File: src/design/cpc_pkg.sv
/*
 * cpc_pkg: constants, register map and carrier types of the counter preset and
 * coincidence block.
 * assumes: APB with 32-bit data, one aligned word per register.
 */
package cpc_pkg;

	// ----------------------------------------------------------------
	// register offsets (byte addresses)
	// ----------------------------------------------------------------
	localparam logic [7:0] CPC_OFF_CTRL   = 8'h00;
	localparam logic [7:0] CPC_OFF_CMD    = 8'h04;
	localparam logic [7:0] CPC_OFF_SETVAL = 8'h08;
	localparam logic [7:0] CPC_OFF_PRESET = 8'h0C;
	localparam logic [7:0] CPC_OFF_COUNT  = 8'h10;
	localparam logic [7:0] CPC_OFF_STATUS = 8'h14;
	localparam logic [7:0] CPC_OFF_IRQ_ST = 8'h18;
	localparam logic [7:0] CPC_OFF_IRQ_MK = 8'h1C;

	// ----------------------------------------------------------------
	// field positions
	// ----------------------------------------------------------------
	// ctrl
	localparam int CPC_CTRL_COUNT_EN = 0;
	localparam int CPC_CTRL_MATCH_EN = 1;
	localparam int CPC_CTRL_RING     = 2;
	localparam int CPC_CTRL_DOWN     = 3;
	// cmd (levels held by software: assert, later deassert)
	localparam int CPC_CMD_PRESET    = 0;
	localparam int CPC_CMD_MATCH_CLR = 1;
	localparam int CPC_CMD_LATCH_CLR = 2;
	// status
	localparam int CPC_ST_MATCH      = 0;
	localparam int CPC_ST_EXT_LATCH  = 1;
	localparam int CPC_ST_RING_LATCH = 2;
	localparam int CPC_ST_PRESET_OR  = 3;
	// interrupt events
	localparam int CPC_IRQ_MATCH     = 0;
	localparam int CPC_IRQ_PRESET    = 1;
	localparam int CPC_IRQ_W         = 2;

	// ----------------------------------------------------------------
	// reset values
	// ----------------------------------------------------------------
	localparam logic [3:0]  CPC_CTRL_RST  = 4'h0;
	localparam logic [2:0]  CPC_CMD_RST   = 3'h0;
	localparam logic [31:0] CPC_WORD_RST  = 32'h0000_0000;

	// ----------------------------------------------------------------
	// carrier types
	// ----------------------------------------------------------------
	typedef struct packed {
		logic count_en;
		logic up_pulse;
		logic down_pulse;
		logic ext_preset;
	} cpc_in_t;

	typedef struct packed {
		logic match_flag_input;
		logic match_out;
		logic preset_done;
	} cpc_out_t;

endpackage : cpc_pkg
File: src/design/cpc_core.sv
/*
 * cpc_core: pulse counter with preset combining, ring-mode latches, coincidence
 * flag, APB register slave and level interrupt.
 * assumes: count pulses and the external preset pin are synchronous to pclk;
 * software holds each command bit for at least one cycle.
 */
//
// Contract
// - preset loads on rising edge of OR of program, external, ring coincidence
// - no new preset while any one preset request stays asserted
// - ring mode latches coincidence and external preset; each cleared separately
// - external latch clear works even while the external input is still high
// - set value write may raise coincidence; host disables, writes, clears, enables
// - without coincidence clear the counter keeps counting past the set value
`timescale 1ns/1ps
`default_nettype none

module cpc_core #(
	parameter int CNT_W = 32
) (
	// clock and reset
	input  wire logic            pclk,
	input  wire logic            presetn,
	// apb slave
	input  wire logic            psel,
	input  wire logic            penable,
	input  wire logic            pwrite,
	input  wire logic [7:0]      paddr,
	input  wire logic [31:0]     pwdata,
	output logic      [31:0]     prdata,
	output logic                 pready,
	output logic                 pslverr,
	// counter pins
	input  wire cpc_pkg::cpc_in_t  pins_in,
	output cpc_pkg::cpc_out_t      pins_out,
	// interrupt
	output logic                 irq
);
	import cpc_pkg::*;

	// refused at elaboration: the count must fit one data word
	if (CNT_W < 2 || CNT_W > 32) begin : g_bad_cnt_w
		$error("cpc_core: CNT_W must be 2..32");
	end

	// ----------------------------------------------------------------
	// registers
	// ----------------------------------------------------------------
	logic [3:0]          ctrl;
	logic [2:0]          cmd;
	logic [CNT_W-1:0]    set_value;
	logic [CNT_W-1:0]    preset_value;
	logic [CNT_W-1:0]    count;
	logic                match_flag_input;
	logic                ext_latch;
	logic                ring_latch;
	logic                preset_or_q;
	logic [CPC_IRQ_W-1:0] irq_status;
	logic [CPC_IRQ_W-1:0] irq_mask;

	logic wr_access;
	logic rd_access;
	logic setval_wr;
	logic ctrl_wr;
	logic cmd_wr;
	logic preset_wr;
	logic irq_st_wr;
	logic irq_mk_wr;
	logic bad_addr;
	logic equal_now;
	logic ext_req;
	logic ring_req;
	logic preset_or;
	logic preset_rise;
	logic [CPC_IRQ_W-1:0] irq_event;
	logic [CNT_W-1:0] next_count;
	logic [31:0] next_prdata;

	// writes land only at the edge where pready is sampled high, so a
	// write-one-to-clear cannot swallow an event between the two access edges
	assign wr_access = psel && penable && pwrite && pready;
	assign rd_access = psel && penable && !pwrite;
	assign bad_addr  = (paddr[1:0] != 2'h0) || (paddr > CPC_OFF_IRQ_MK);

	// ----------------------------------------------------------------
	// preset combining
	// ----------------------------------------------------------------
	// ring mode routes both sources through their latches so a short pin pulse
	// still presets once and cannot repeat until cleared
	assign equal_now = (count == set_value);
	assign ext_req   = ctrl[CPC_CTRL_RING] ? ext_latch : pins_in.ext_preset;
	assign ring_req  = ctrl[CPC_CTRL_RING] && ring_latch;
	assign preset_or = cmd[CPC_CMD_PRESET] || ext_req || ring_req;
	assign preset_rise = preset_or && !preset_or_q;

	always_ff @(posedge pclk or negedge presetn) begin
		if (!presetn)
			preset_or_q <= 1'b0;
		else
			preset_or_q <= preset_or;
	end

	// external preset latch: clear dominates a still-high pin; armed only in
	// ring mode, so a pin pulse outside ring mode cannot preset when ring mode is switched on
	always_ff @(posedge pclk or negedge presetn) begin
		if (!presetn)
			ext_latch <= 1'b0;
		else if (cmd[CPC_CMD_LATCH_CLR])
			ext_latch <= 1'b0;
		else if (ctrl[CPC_CTRL_RING] && pins_in.ext_preset)
			ext_latch <= 1'b1;
	end

	// ring coincidence latch, cleared by the coincidence clear command
	always_ff @(posedge pclk or negedge presetn) begin
		if (!presetn)
			ring_latch <= 1'b0;
		else if (ctrl[CPC_CTRL_RING] && equal_now)
			ring_latch <= 1'b1;
		else if (cmd[CPC_CMD_MATCH_CLR])
			ring_latch <= 1'b0;
	end

	// ----------------------------------------------------------------
	// counter
	// ----------------------------------------------------------------
	always_comb begin
		next_count = count;
		if (preset_rise)
			next_count = preset_value;
		else if (pins_in.count_en && ctrl[CPC_CTRL_COUNT_EN]) begin
			// no stop at the set value: counting runs on regardless of the flag
			if (pins_in.up_pulse && !pins_in.down_pulse)
				next_count = count + CNT_W'(1);
			else if (pins_in.down_pulse && !pins_in.up_pulse)
				next_count = count - CNT_W'(1);
		end
	end

	always_ff @(posedge pclk or negedge presetn) begin
		if (!presetn)
			count <= '0;
		else
			count <= next_count;
	end

	// ----------------------------------------------------------------
	// coincidence flag
	// ----------------------------------------------------------------
	// set wins over clear; a held clear only drops it once equality has gone
	always_ff @(posedge pclk or negedge presetn) begin
		if (!presetn)
			match_flag_input <= 1'b0;
		else if (equal_now)
			match_flag_input <= 1'b1;
		else if (cmd[CPC_CMD_MATCH_CLR])
			match_flag_input <= 1'b0;
	end

	// ----------------------------------------------------------------
	// pin outputs
	// ----------------------------------------------------------------
	always_ff @(posedge pclk or negedge presetn) begin
		if (!presetn)
			pins_out <= '0;
		else begin
			pins_out.match_flag_input <= match_flag_input;
			// gated so a set value write does not glitch the pin
			pins_out.match_out   <= match_flag_input && ctrl[CPC_CTRL_MATCH_EN];
			pins_out.preset_done <= preset_rise;
		end
	end

	// ----------------------------------------------------------------
	// interrupts
	// ----------------------------------------------------------------
	assign irq_event[CPC_IRQ_MATCH]  = equal_now && !match_flag_input;
	assign irq_event[CPC_IRQ_PRESET] = preset_rise;

	always_ff @(posedge pclk or negedge presetn) begin
		if (!presetn)
			irq_status <= '0;
		else if (irq_st_wr)
			irq_status <= (irq_status & ~pwdata[CPC_IRQ_W-1:0]) | irq_event;
		else
			irq_status <= irq_status | irq_event;
	end

	always_ff @(posedge pclk or negedge presetn) begin
		if (!presetn)
			irq <= 1'b0;
		else
			irq <= |(irq_status & irq_mask);
	end

	// ----------------------------------------------------------------
	// register writes
	// ----------------------------------------------------------------
	always_comb begin
		ctrl_wr   = 1'b0;
		cmd_wr    = 1'b0;
		setval_wr = 1'b0;
		preset_wr = 1'b0;
		irq_st_wr = 1'b0;
		irq_mk_wr = 1'b0;
		if (wr_access) begin
			if (paddr == CPC_OFF_CTRL)
				ctrl_wr = 1'b1;
			else if (paddr == CPC_OFF_CMD)
				cmd_wr = 1'b1;
			else if (paddr == CPC_OFF_SETVAL)
				setval_wr = 1'b1;
			else if (paddr == CPC_OFF_PRESET)
				preset_wr = 1'b1;
			else if (paddr == CPC_OFF_IRQ_ST)
				irq_st_wr = 1'b1;
			else if (paddr == CPC_OFF_IRQ_MK)
				irq_mk_wr = 1'b1;
		end
	end

	always_ff @(posedge pclk or negedge presetn) begin
		if (!presetn)
			ctrl <= CPC_CTRL_RST;
		else if (ctrl_wr)
			ctrl <= pwdata[3:0];
	end

	// commands are levels: software asserts, later deasserts
	always_ff @(posedge pclk or negedge presetn) begin
		if (!presetn)
			cmd <= CPC_CMD_RST;
		else if (cmd_wr)
			cmd <= pwdata[2:0];
	end

	always_ff @(posedge pclk or negedge presetn) begin
		if (!presetn)
			set_value <= CNT_W'(CPC_WORD_RST);
		else if (setval_wr)
			set_value <= pwdata[CNT_W-1:0];
	end

	always_ff @(posedge pclk or negedge presetn) begin
		if (!presetn)
			preset_value <= CNT_W'(CPC_WORD_RST);
		else if (preset_wr)
			preset_value <= pwdata[CNT_W-1:0];
	end

	always_ff @(posedge pclk or negedge presetn) begin
		if (!presetn)
			irq_mask <= '0;
		else if (irq_mk_wr)
			irq_mask <= pwdata[CPC_IRQ_W-1:0];
	end

	// ----------------------------------------------------------------
	// read mux and response
	// ----------------------------------------------------------------
	always_comb begin
		next_prdata = '0;
		if (paddr == CPC_OFF_CTRL)
			next_prdata[3:0] = ctrl;
		else if (paddr == CPC_OFF_CMD)
			next_prdata[2:0] = cmd;
		else if (paddr == CPC_OFF_SETVAL)
			next_prdata[CNT_W-1:0] = set_value;
		else if (paddr == CPC_OFF_PRESET)
			next_prdata[CNT_W-1:0] = preset_value;
		else if (paddr == CPC_OFF_COUNT)
			next_prdata[CNT_W-1:0] = count;
		else if (paddr == CPC_OFF_STATUS) begin
			next_prdata[CPC_ST_MATCH]      = match_flag_input;
			next_prdata[CPC_ST_EXT_LATCH]  = ext_latch;
			next_prdata[CPC_ST_RING_LATCH] = ring_latch;
			next_prdata[CPC_ST_PRESET_OR]  = preset_or_q;
		end else if (paddr == CPC_OFF_IRQ_ST)
			next_prdata[CPC_IRQ_W-1:0] = irq_status;
		else if (paddr == CPC_OFF_IRQ_MK)
			next_prdata[CPC_IRQ_W-1:0] = irq_mask;
	end

	// registered answer: one wait state, so pready rises in the second access cycle
	always_ff @(posedge pclk or negedge presetn) begin
		if (!presetn)
			pready <= 1'b0;
		else
			pready <= psel && penable && !pready;
	end

	always_ff @(posedge pclk or negedge presetn) begin
		if (!presetn)
			pslverr <= 1'b0;
		else
			pslverr <= psel && penable && !pready && bad_addr;
	end

	// data stands only with pready; zero otherwise keeps the bus quiet
	always_ff @(posedge pclk or negedge presetn) begin
		if (!presetn)
			prdata <= '0;
		else
			prdata <= (rd_access && !pready) ? next_prdata : '0;
	end

endmodule : cpc_core

`default_nettype wire

File: config.mk
export PLATFORM = sky130hd
export DESIGN_NAME = cpc_core
export DESIGN_NICKNAME = d
export VERILOG_FILES = /design/src/design/cpc_pkg.sv /design/src/design/cpc_core.sv
export SDC_FILE = /design/constraint.sdc
export NUM_CORES = 1
export LEC_CHECK = 0
export BUFFER_PORTS_ARGS = -buffer_cell sky130_fd_sc_hd__clkbuf_2
export CORE_MARGIN = 10
export CORE_UTILIZATION = 54
export DETAILED_ROUTE_END_ITERATION = 8
export GPL_TIMING_DRIVEN = 0
export HOLD_SLACK_MARGIN = 0.1
export PLACE_DENSITY = 0.82
export SLEW_MARGIN = 20
export SYNTH_ARGS = -nofsm -noshare
export SYNTH_HDL_FRONTEND = slang
export SYNTH_SLANG_ARGS = --single-unit
export TNS_END_PERCENT = 1
File: constraint.sdc
create_clock -name pclk -period 2.8 [get_ports pclk]
set_clock_uncertainty 0.15 [all_clocks]
set_input_delay 0.56 -clock pclk [delete_from_list [all_inputs] [get_ports pclk]]
set_output_delay 0.56 -clock pclk [all_outputs]
set_load 0.005 [all_outputs]
# Word-level counts from Yosys, hierarchy flattened
# Index checks and enable logic that the tools add are counted.
# classes
n_addsub	2
order_cmp	1
eq_ne	8
muxes	51
bitwise	5
reduce_logical	34
# ops
operator	n
$mux 32	7
$mux 28	2
$mux 1	33
$add 32x1->32 const B	1
$eq 32x32->1	1
$eq 8x5->1 const B	4
$sub 32x1->32 const B	1
$mux 29	1
$eq 8x4->1 const B	2
$logic_and 1x1->1	16
$mux 2	5
$reduce_bool 2->1	5
$eq 8x3->1 const B	1
$gt 8x5->1 const B	1
$logic_not 8->1	1
$mux 4	2
$logic_not 1->1	6
$and 2x2->2	2
$or 2x2->2	2
$logic_or 1x1->1	3
$mux 3	1
$reduce_bool 3->1	1
$not 2->2	1
$reduce_and 2->1	1
$reduce_or 2->1	1
# totals
ff_bits	149
inputBits	49
out_inout_bits	38
wordCells	119

# Depth between registers and ports, before layout
# Gate-level depths: netlist (run 1).
# logic_depth
ltp_word	10
depth_mapped	12
depth_no_buf	12

# Worst setup path before layout (run 1)
# OpenSTA, ideal clock, no wires.
# synth_path
path_kind	input to register
start	input port pins_in[1] in the netlist's numbering
end	register count[24]
setup_ns	0.069
arrival_ns	3.541
t_required_ns	2.581
setup_slack_ns	-0.960
cell_stages	12
path_buffers	0
cell_sequence	nand2b_1 -> inv_1 -> fa_1 -> and2b_1 -> o31a_1 -> o211ai_1 -> nand3b_1 -> nand2_1 -> o41ai_2 -> a31oi_1 -> or4_1 -> nand3_1
# synth_via
elab_chain_len	5
word_cells_on_any_way	8
classes_between	3 x mux; 5 x reduce/logical
# synth_rtl
element	line	rtl
start: declaration	cpc_core.sv:34	input wire cpc_pkg::cpc_in_t pins_in,
$logic_not 1->1	cpc_core.sv:133	if (pins_in.up_pulse && !pins_in.down_pulse)
$logic_and 1x1->1	cpc_core.sv:133	
$mux 32	cpc_core.sv:133	
$mux 32	cpc_core.sv:131	else if (pins_in.count_en && ctrl[CPC_CTRL_COUNT_EN]) begin
$mux 32	cpc_core.sv:129	if (preset_rise)
end signal: assignment	cpc_core.sv:144	count <= next_count;
end: declaration	cpc_core.sv:53	logic [CNT_W-1:0] count;
# Parallel ways exist; a longest one is shown, timed or not. The select of a mux whose other input is x is not followed.
# A chain may end at the register's enable or synchronous reset.

# Final worst setup path (run 1)
# layout_path
start	input port pins_in[2] in the netlist's numbering
end	register count[24]
# layout_via
elab_chain_len	4
word_cells_on_any_way	8
classes_between	3 x mux; 5 x reduce/logical
# layout_rtl
element	line
$logic_and 1x1->1 / $logic_not 1->1 (equally long branches)	cpc_core.sv:133, cpc_core.sv:135
$mux 32 / $logic_and 1x1->1 (equally long branches)	cpc_core.sv:133, cpc_core.sv:135
$mux 32 / $reduce_bool 3->1 (equally long branches)	--
$mux 32 / $reduce_and 2->1 (equally long branches)	--
# Parallel ways exist; a longest one is shown, timed or not. The select of a mux whose other input is x is not followed.

==> results of run 1 <==
==> registers in the layout, indices dropped and copies added, names as in the netlist <==
signal and count:
count 32, prdata 32, preset_value 32, set_value 32
ctrl 4, cmd 3, pins_out 3, irq_mask 2
irq_status 2, ext_latch 1, irq 1, match_flag_input 1
pready 1, preset_or_q 1, pslverr 1, ring_latch 1
==> what timing repair did <==
action / in CTS / in global routing
pin swaps: 7 / 12
gates resized for setup: 17 / 23
hold buffers: 1 / 0
cloned: 1 / 0
setup buffers: 5 / 5
endpoints found under the hold margin: 64 / 0
endpoints found under the setup margin: 31 / 29
==> metrics by stage <==
stage | util [%] | hold WS (ns)
final | 66.4 | 0.206
after global routing | 66.4 | 0.214
after CTS | 65.6 | 0.208
after detailed placement | 60.7 | 0.290
after global placement | 60.4 | 0.279
after floorplan | - | 0.114
==> worst max-delay path by stage <==
stage                          start                     to  slack (ns)  cells after the start
after global placement       presetn   prdata[26]$_DFF_PN0_       -1.47                      1
after detailed placement  pins_in[1]  count[28]$_DFFE_PN0P_       -0.92                     12
after CTS                 pins_in[1]  count[31]$_DFFE_PN0P_       -0.13                     14
after floorplan           pins_in[1]  count[24]$_DFFE_PN0P_       -0.29                     12
after global routing      pins_in[2]  count[24]$_DFFE_PN0P_       -0.32                     14
final                     pins_in[2]  count[24]$_DFFE_PN0P_       -0.24                     14
==> critical path, cell delays in order <==
cell and delay, ns:
clkbuf_4 0.16, nand2b_4 0.14, buf_6 0.11, inv_2 0.03
fa_2 0.33, and2b_2 0.25, o31a_1 0.17, o211ai_1 0.12
nand3b_1 0.20, nand2_2 0.11, o41ai_4 0.40, a31oi_2 0.18
or4_1 0.43, nand3_1 0.08
==> layout make-up <==
cell class,instances,area [sq um]
Timing Repair Buffer,96,567
Clock buffer,23,488
Multi-Input combinational cell,573,4330
Clock inverter,8,98.8
Tap cell,184,230
Fill cell,1094,4900
Sequential cell,149,3730
Buffer,40,210
Inverter,10,37.5
==> synthesized netlist by cell type (all sizes together), types with 16 or more instances <==
cell type	instances	area share, %
xnor2	44	4.8
mux2	71	9.9
o21ai	38	2.4
a222oi	28	3.5
nor2	74	3.4
a21oi	63	3.9
buf	20	1.5
ha	33	5.1
clkbuf	21	1.0
nand2	58	2.7
nand3	16	0.99
dfrtp	149	46
==> kinds of logic after synthesis <==
group / synth area share (%)
DFF: 46.1
buffers and inverters: 2.96
muxes: 11.3
AOI/OAI and AO/OA: 14.7
xor gates and xnor gates: 6.39
and+or+nand+nor: 13.2
adders and majority gates: 5.36
==> layer usage <==
layer / part of all wire [%] / track usage (%)
met5: 0 / 0
met4: 2.8 / 8.41
met3: 10 / 7.28
met2: 46 / 35.4
met1: 41 / 30.3
==> power breakdown <==
part,internal [mW],switching (mW),leakage [nW]
Clock,1.40,0.895,0.285
Sequential,2.24,0.113,2.02
Combinational,0.687,0.853,2.30
==> key figures, run 1 <==
Worst setup path
  • Kind of critical path: input pin to flop
  • Critical Path AT: 3.26 ns
  • Required time of the critical path: 3.02 ns
  • Worst R2R Setup Slack: -0.21 ns
  • CP endpoint kind: flop
  • Reg-to-Reg End: count[24]$_DFFE_PN0P_
  • Max FO, Critical Path: 4
  • FF-to-FF path depth: 11
  • R2R Path Start: count[1]$_DFFE_PN0P_
  • Setup crit start kind: input pin

GRT
  • Pin count of the biggest net entering global routing: 86
  • Initial antenna violation count: 0
  • First-pass GRT wire length: 36800 um
  • Gr ovfl total: 0
  • GRT Overall Usage: 23.2%
  • Vias in the first global route: 6796

Floorplan
  • Initial Util: 55.4%
  • Core area: 14600 sq um
  • Die area: 20300 sq um
  • # IOs: 87
  • Die extent in x: 142 um
  • # rows: 44
  • Die H: 142 um

Routing
  • Via/cell ratio: 6.34
  • WL/cell: 21.5 um
  • Via count: 6867
  • Router iterations before antenna repair: 6
  • Final ANT Viol Nets: 0
  • Initial DRC Count: 765
  • Number of remaining DRC errors: 0
  • Final wirelength: 23300 um

Synthesis
  • Mean area per synthesized cell: 10.5 sq um
  • Synthesized net count: 855
  • Ys Warns: 0
  • Register area share after synthesis: 46.1%
  • Flops & latches, synth: 149
  • Most used DFF post-synth: dfrtp_1
  • Fraction of registers with async set/reset: 100%
  • Syn Std Cell Area: 8080 sq um
  • Syn Inst Count: 772
  • Synth cell types: 62
  • Number of synthesized flops with an enable pin: 0

Placement
  • Placed cell count: 1041
  • Placed Area: 8850 sq um
  • Dpl ws: -0.923 ns
  • Hpwl dp: 15600 um
  • Routability Congestion: 0.984
  • IO Port Bufs: 84

Layout
  • Post-route insts no fill: 1083
  • Final Instance Area: 9690 sq um
  • Fraction of layout cells with a size suffix above 1: 26.0%
  • Area grow syn2layout: 19.9%
  • Diodes inserted: 0
  • Most common cell after layout, fill and taps aside: dfrtp_1
  • Nets: 970
  • Most frequent cells in the layout: dfrtp_1, clkbuf_2, nor2_1

STA
  • Slew @ Worst Pin: 0.747 ns
  • Final setup fails: 34
  • Worst setup margin: -0.241 ns
  • Final TNS setup: -1.28 ns
  • Post-layout minimum cycle time: 3.04 ns
  • RSZ-0062 raised after global routing: yes
  • Hold Violations, Final: 0
  • Max Slew Vio Count: 0
  • Max Fclk: 329 MHz
  • Tcrit/Tclk final: 109%
  • Slew headroom: 49.9%

Clocking
  • H-tree levels: 4
  • CTS tree: built
  • Clk sink count: 149
  • Clock slew at reported path FFs: 0.06 ns
  • Max clock buf depth: 2
  • CTS root buffer: clkbuf_16
  • Num CTS Buffers: 17
  • Skew-Pair Late Insertion Delay: 0.44 ns

Hold path
  • Hold path depth: 2
  • HP Start: pwdata[7]
  • Hold Path End: set_value[7]$_DFFE_PN0P_
  • Hold WC Path Type: input pin to flop

Power and ir drop
  • Max VDD drop: 0.000532 V
  • PD cells: 637 nW/um^2
  • Lkg Pwr: 4.61 nW
  • Total chip power: 6.18 mW

Status
  • Status: finished, violations left
  • Violated checks: negative setup slack

Job
  • MaxCap Viol Count: 0
No activity file was read; power rests on OpenSTA's default activity.
==> run 2, diff against run 1 <==
- CORE_ASPECT_RATIO: not set -> 0.7
- MAX_ROUTING_LAYER: not set -> met4
- PLACE_DENSITY: 0.82 -> 0.74
==> key figures, run 2 (same netlist as run 1, synthesis figures left out) <==
Floorplan
  • Initial Util: 55.1%
  • # IOs: 87
  • # rows: 37
  • Die H: 122 um
  • Die area: 20300 sq um
  • Die extent in x: 166 um
  • Core area: 14700 sq um

Routing
  • Met3 wire len: 2250 um
  • Via/cell ratio: 6.18
  • Initial DRC Count: 824
  • Router iterations before antenna repair: 8
  • WL met1: 10700 um
  • Highest metal used: met4
  • Final ANT Viol Nets: 0
  • Via count: 6850
  • WL/cell: 21.7 um
  • Final wirelength: 24100 um
  • Number of remaining DRC errors: 0
  • Met2 WL: 10600 um

Layout
  • Area of the multi-input gates: 4470 sq um
  • Most common cell after layout, fill and taps aside: dfrtp_1
  • Diodes inserted: 0
  • Most frequent cells in the layout: dfrtp_1, clkbuf_2, nor2_1
  • Fraction of layout cells with a size suffix above 1: 28.8%
  • FF/Latch Area: 3730 sq um
  • Area grow syn2layout: 22.8%
  • Fillers: 1127
  • Nets: 984

Placement
  • Routability Congestion: 0.977
  • Hpwl dp: 16600 um
  • IO Port Bufs: 84
  • Dpl ws: -0.945 ns

STA
  • RSZ-0062 raised after global routing: yes
  • Tcrit/Tclk final: 105%
  • Slew @ Worst Pin: 0.759 ns
  • Slew headroom: 49.4%
  • Max Slew Vio Count: 0
  • Worst setup margin: -0.137 ns
  • Max Fclk: 341 MHz
  • Post-layout minimum cycle time: 2.94 ns
  • Final setup fails: 12
  • Hold Violations, Final: 0

GRT
  • Vias in the first global route: 6640
  • Gr ovfl total: 0
  • GRT Overall Usage: 23.7%
  • Initial antenna violation count: 0
  • First-pass GRT wire length: 37300 um
  • Pin count of the biggest net entering global routing: 86

Hold path
  • Hold path depth: 2
  • Hold WC Path Type: input pin to flop

Worst setup path
  • Kind of critical path: input pin to flop
  • Required time of the critical path: 3.00 ns
  • Critical Path AT: 3.14 ns
  • Max FO, Critical Path: 7
  • Setup crit start kind: input pin
  • CP endpoint kind: flop
  • FF-to-FF path depth: 11

Clocking
  • CTS root buffer: clkbuf_16
  • Num CTS Buffers: 17
  • Clk sink count: 149
  • CTS tree: built
  • Skew-Pair Late Insertion Delay: 0.43 ns
  • H-tree levels: 4
  • Max clock buf depth: 2
  • Clock slew at reported path FFs: 0.07 ns

Power and ir drop
  • PD cells: 629 nW/um^2
  • Max VDD drop: 0.000349 V
  • Lkg Pwr: 4.69 nW
  • Total chip power: 6.25 mW

Status
  • Violated checks: negative setup slack
  • Status: finished, violations left

Job
  • MaxCap Viol Count: 0
run 2: stage by stage:
step / std cells / utilization (%) / instance area, sq um / hold slack (ns) / setup TNS, ns
after global routing: 1109 / 67.7 / 9930 / 0.218 / -2.86
after floorplan: 772 / - / 8160 / 0.114 / -2.76
after CTS: 1103 / 66.6 / 9770 / 0.207 / -0.407
after global placement: 1051 / 60.2 / 8830 / 0.287 / -258.74
final: 1109 / 67.7 / 9930 / 0.208 / -0.711
after detailed placement: 1052 / 60.4 / 8860 / 0.292 / -41.30
run 2: worst max-delay path, stage by stage:
cell and delay, ns:
clkbuf_8 0.13, nand2b_4 0.22, buf_8 0.18, ha_4 0.27
and4_4 0.21, a221o_1 0.39, a22oi_2 0.21, o2111ai_1 0.13
o211a_1 0.16, xnor2_1 0.15, or3_1 0.38, a31oi_1 0.13
run 2: what timing repair did:
item,CTS,global route
cloned,2,0
pin swaps,22,23
buffers inserted,19,7
hold endpoints to repair,64,0
gates resized for setup,40,24
hold buffers,1,0
setup endpoints to repair,29,75
run 2: per-layer routing:
| layer | vias up | track usage (%) |
|---|---|---|
| li1 | 3092 | - |
| met1 | 3371 | 32.3 |
| met2 | 344 | 34.3 |
| met3 | 43 | 6.20 |
| met4 | 0 | 7.06 |
| met5 | - | - |
run 2: path summary, 6_finish.rpt:
kind	from	to	slack, ns
max in group asynchronous	presetn	count[1]$_DFFE_PN0P_	1.18
min	pwdata[18]	set_value[18]$_DFFE_PN0P_	0.21
min in group asynchronous	presetn	prdata[27]$_DFF_PN0_	0.52
min reg2reg	match_flag_input$_DFFE_PN0P_	pins_out[2]$_DFF_PN0_	0.31
max reg2reg	count[0]$_DFFE_PN0P_	count[28]$_DFFE_PN0P_	-0.07
max	pins_in[1]	count[31]$_DFFE_PN0P_	-0.14
run 2: area by class of cell:
cell class              instances  share of cell area, %
plain buffers                  37                   1.90
clock buffers                  19                   4.56
clock inverters                13                   1.13
inverters                      10                  0.378
multi-input cells             574                   45.0
flip-flops and latches        149                   37.6
well taps                     195                   2.46
repair buffers                112                   6.93
run 2: report_power, final:
group	switching, mW	internal, mW	total (mW)	leakage, nW
clock	1.00	1.21	2.21	0.269
sequential	0.124	2.23	2.36	2.02
combinational	0.896	0.787	1.68	2.40
==> run 3, diff against run 2 <==
- CORE_UTILIZATION: 54 -> 59
- PLACE_DENSITY: 0.74 -> 0.77
- clock period: 2.8 -> 2.95 ns (I/O delays scaled with it)
==> key figures, run 3 (same netlist as run 1, synthesis figures left out) <==
Job
  • MaxCap Viol Count: 0

STA
  • RSZ-0062 raised after global routing: yes
  • Final setup fails: 8
  • Final TNS setup: -0.733 ns
  • Post-layout minimum cycle time: 3.13 ns
  • Min Hold Slack: 0.238 ns
  • Tcrit/Tclk final: 106%
  • Hold Violations, Final: 0
  • Max Slew Vio Count: 0
  • Max Fclk: 320 MHz
  • Worst setup margin: -0.177 ns
  • Slew headroom: 44.3%
  • Slew @ Worst Pin: 0.836 ns

Layout
  • Most frequent cells in the layout: dfrtp_1, clkbuf_2, nor2_1
  • Most common cell after layout, fill and taps aside: dfrtp_1
  • Post-route insts no fill: 1090
  • Area grow syn2layout: 22.0%
  • FF/Latch Area: 3730 sq um
  • Fraction of layout cells with a size suffix above 1: 27.6%
  • Nets: 975
  • Fillers: 955
  • Diodes inserted: 0
  • Area of the multi-input gates: 4480 sq um
  • Final Instance Area: 9860 sq um

Clocking
  • H-tree levels: 4
  • Skew-Pair Late Insertion Delay: 0.43 ns
  • CTS tree: built
  • Clk sink count: 149
  • Num CTS Buffers: 17
  • Clock slew at reported path FFs: 0.07 ns
  • CTS root buffer: clkbuf_16
  • Max clock buf depth: 2

Status
  • Violated checks: design-rule violations, negative setup slack
  • Status: finished, violations left

Routing
  • Final wirelength: 25800 um
  • Router iterations before antenna repair: 9
  • Final ANT Viol Nets: 0
  • Number of remaining DRC errors: 1
  • WL/cell: 23.7 um
  • Via count: 7170
  • Initial DRC Count: 1097
  • Via/cell ratio: 6.58

Worst setup path
  • Critical Path AT: 3.32 ns
  • CP bufs+invs: 1
  • CP max-delay cell: ha_2
  • Slowest cell delay on critical path: 0.46 ns
  • Crit path cell chain: clkbuf_16 > nand2b_4 > ha_2 > nand2_1 > a211o_1 > a21oi_4 > a21oi_4 > o2111ai_1 > o211a_1 > xnor2_2 > or3_1 > a31oi_1
  • Kind of critical path: input pin to flop
  • Required time of the critical path: 3.14 ns
  • CP endpoint kind: flop
  • Top delay family on crit path: compound AO/OA/AOI/OAI gates
  • Max FO, Critical Path: 8
  • Setup crit start kind: input pin
  • CP dominant cell by count: a21oi_4

GRT
  • GRT Overall Usage: 27.4%
  • First-pass GRT wire length: 40100 um
  • Vias in the first global route: 7025
  • Initial antenna violation count: 0
  • Gr ovfl total: 0
  • Pin count of the biggest net entering global routing: 96

Floorplan
  • Initial Util: 60.9%
  • # rows: 35
  • # IOs: 87
  • Die H: 118 um
  • Die extent in x: 160 um
  • Core area: 13300 sq um
  • Die area: 18900 sq um

Placement
  • Placed cell count: 1042
  • Placed Area: 8850 sq um
  • IO Port Bufs: 84
  • Hpwl dp: 17400 um
  • Routability Congestion: 1.00
  • Dpl ws: -0.916 ns

Power and ir drop
  • Lkg Pwr: 4.64 nW
  • Max VDD drop: 0.000476 V
  • PD cells: 597 nW/um^2

Hold path
  • Hold WC Path Type: input pin to flop
==> run 3: cell types whose count changed in the layout (fill, tap and decap cells not counted), moves of 3 or more <==
cell and delta:
clkbuf_8 -3, inv_6 -3, ha_1 -3, buf_4 -12
==> run 3: per-stage QoR <==
| stage | power [mW] | util, % |
|---|---|---|
| finish | 5.89 | 74.3 |
| global route | 6.11 | 74.3 |
| CTS | 5.69 | 73.0 |
| detailed placement | 3.55 | 66.7 |
| global placement | 3.51 | 66.4 |
| floorplan | 3.19 | - |
==> run 3: power by group <==
group | internal, mW | total [mW] | switching [mW]
Combinational | 0.720 | 1.61 | 0.886
Clock | 1.10 | 2.05 | 0.950
Sequential | 2.12 | 2.24 | 0.119
Total | 3.94 | 5.89 | 1.95
==> run 3: cell type report <==
| cell class | count | share of cell area, % |
|---|---|---|
| clock buffer | 18 | 4.35 |
| buffer | 38 | 1.95 |
| clock inverter | 14 | 1.19 |
| timing repair buffer | 102 | 6.51 |
| multi-input combinational | 574 | 45.5 |
| sequential | 149 | 37.8 |
| inverter | 10 | 0.381 |
| tap | 185 | 2.35 |
==> run 3: final timing paths <==
check	from	endpoint	slack, ns	cells after the start
max in group asynchronous	presetn	count[26]$_DFFE_PN0P_	1.30	3
min reg2reg	match_flag_input$_DFFE_PN0P_	pins_out[2]$_DFF_PN0_	0.31	0
min	pwdata[9]	set_value[9]$_DFFE_PN0P_	0.24	2
max reg2reg	count[1]$_DFFE_PN0P_	count[28]$_DFFE_PN0P_	-0.09	11
min in group asynchronous	presetn	match_flag_input$_DFFE_PN0P_	0.52	2
max	pins_in[1]	count[31]$_DFFE_PN0P_	-0.18	12
==> run 3: worst reg2reg max path, cell delays in order, from the launching register on <==
cell,delay (ns)
dfrtp_1,0.47
inv_1,0.14
fa_2,0.22
and2b_1,0.20
o31a_1,0.27
o211ai_1,0.23
nand3b_1,0.26
nand4b_1,0.17
o211ai_1,0.22
o31ai_2,0.28
xor2_1,0.20
o22ai_1,0.10
==> run 3: timing repair <==
action                     in CTS  in global routing
pin swaps                      15                 21
setup endpoints to repair      24                 18
setup buffers                  11                  5
cloned                          2                  0
gates resized for setup        28                 29
hold buffers                    1                  0
hold endpoints to repair       54                  0
==> run 3: per-layer routing <==
| layer | up-vias | GRT usage (%) | routed length [um] |
|---|---|---|---|
| met1 | 3542 | 37.3 | 10800 |
| met5 | - | - | 0 |
| li1 | 3086 | - | - |
| met3 | 93 | 4.89 | 2560 |
| met2 | 449 | 41.1 | 11700 |
| met4 | 0 | 7.89 | 798 |
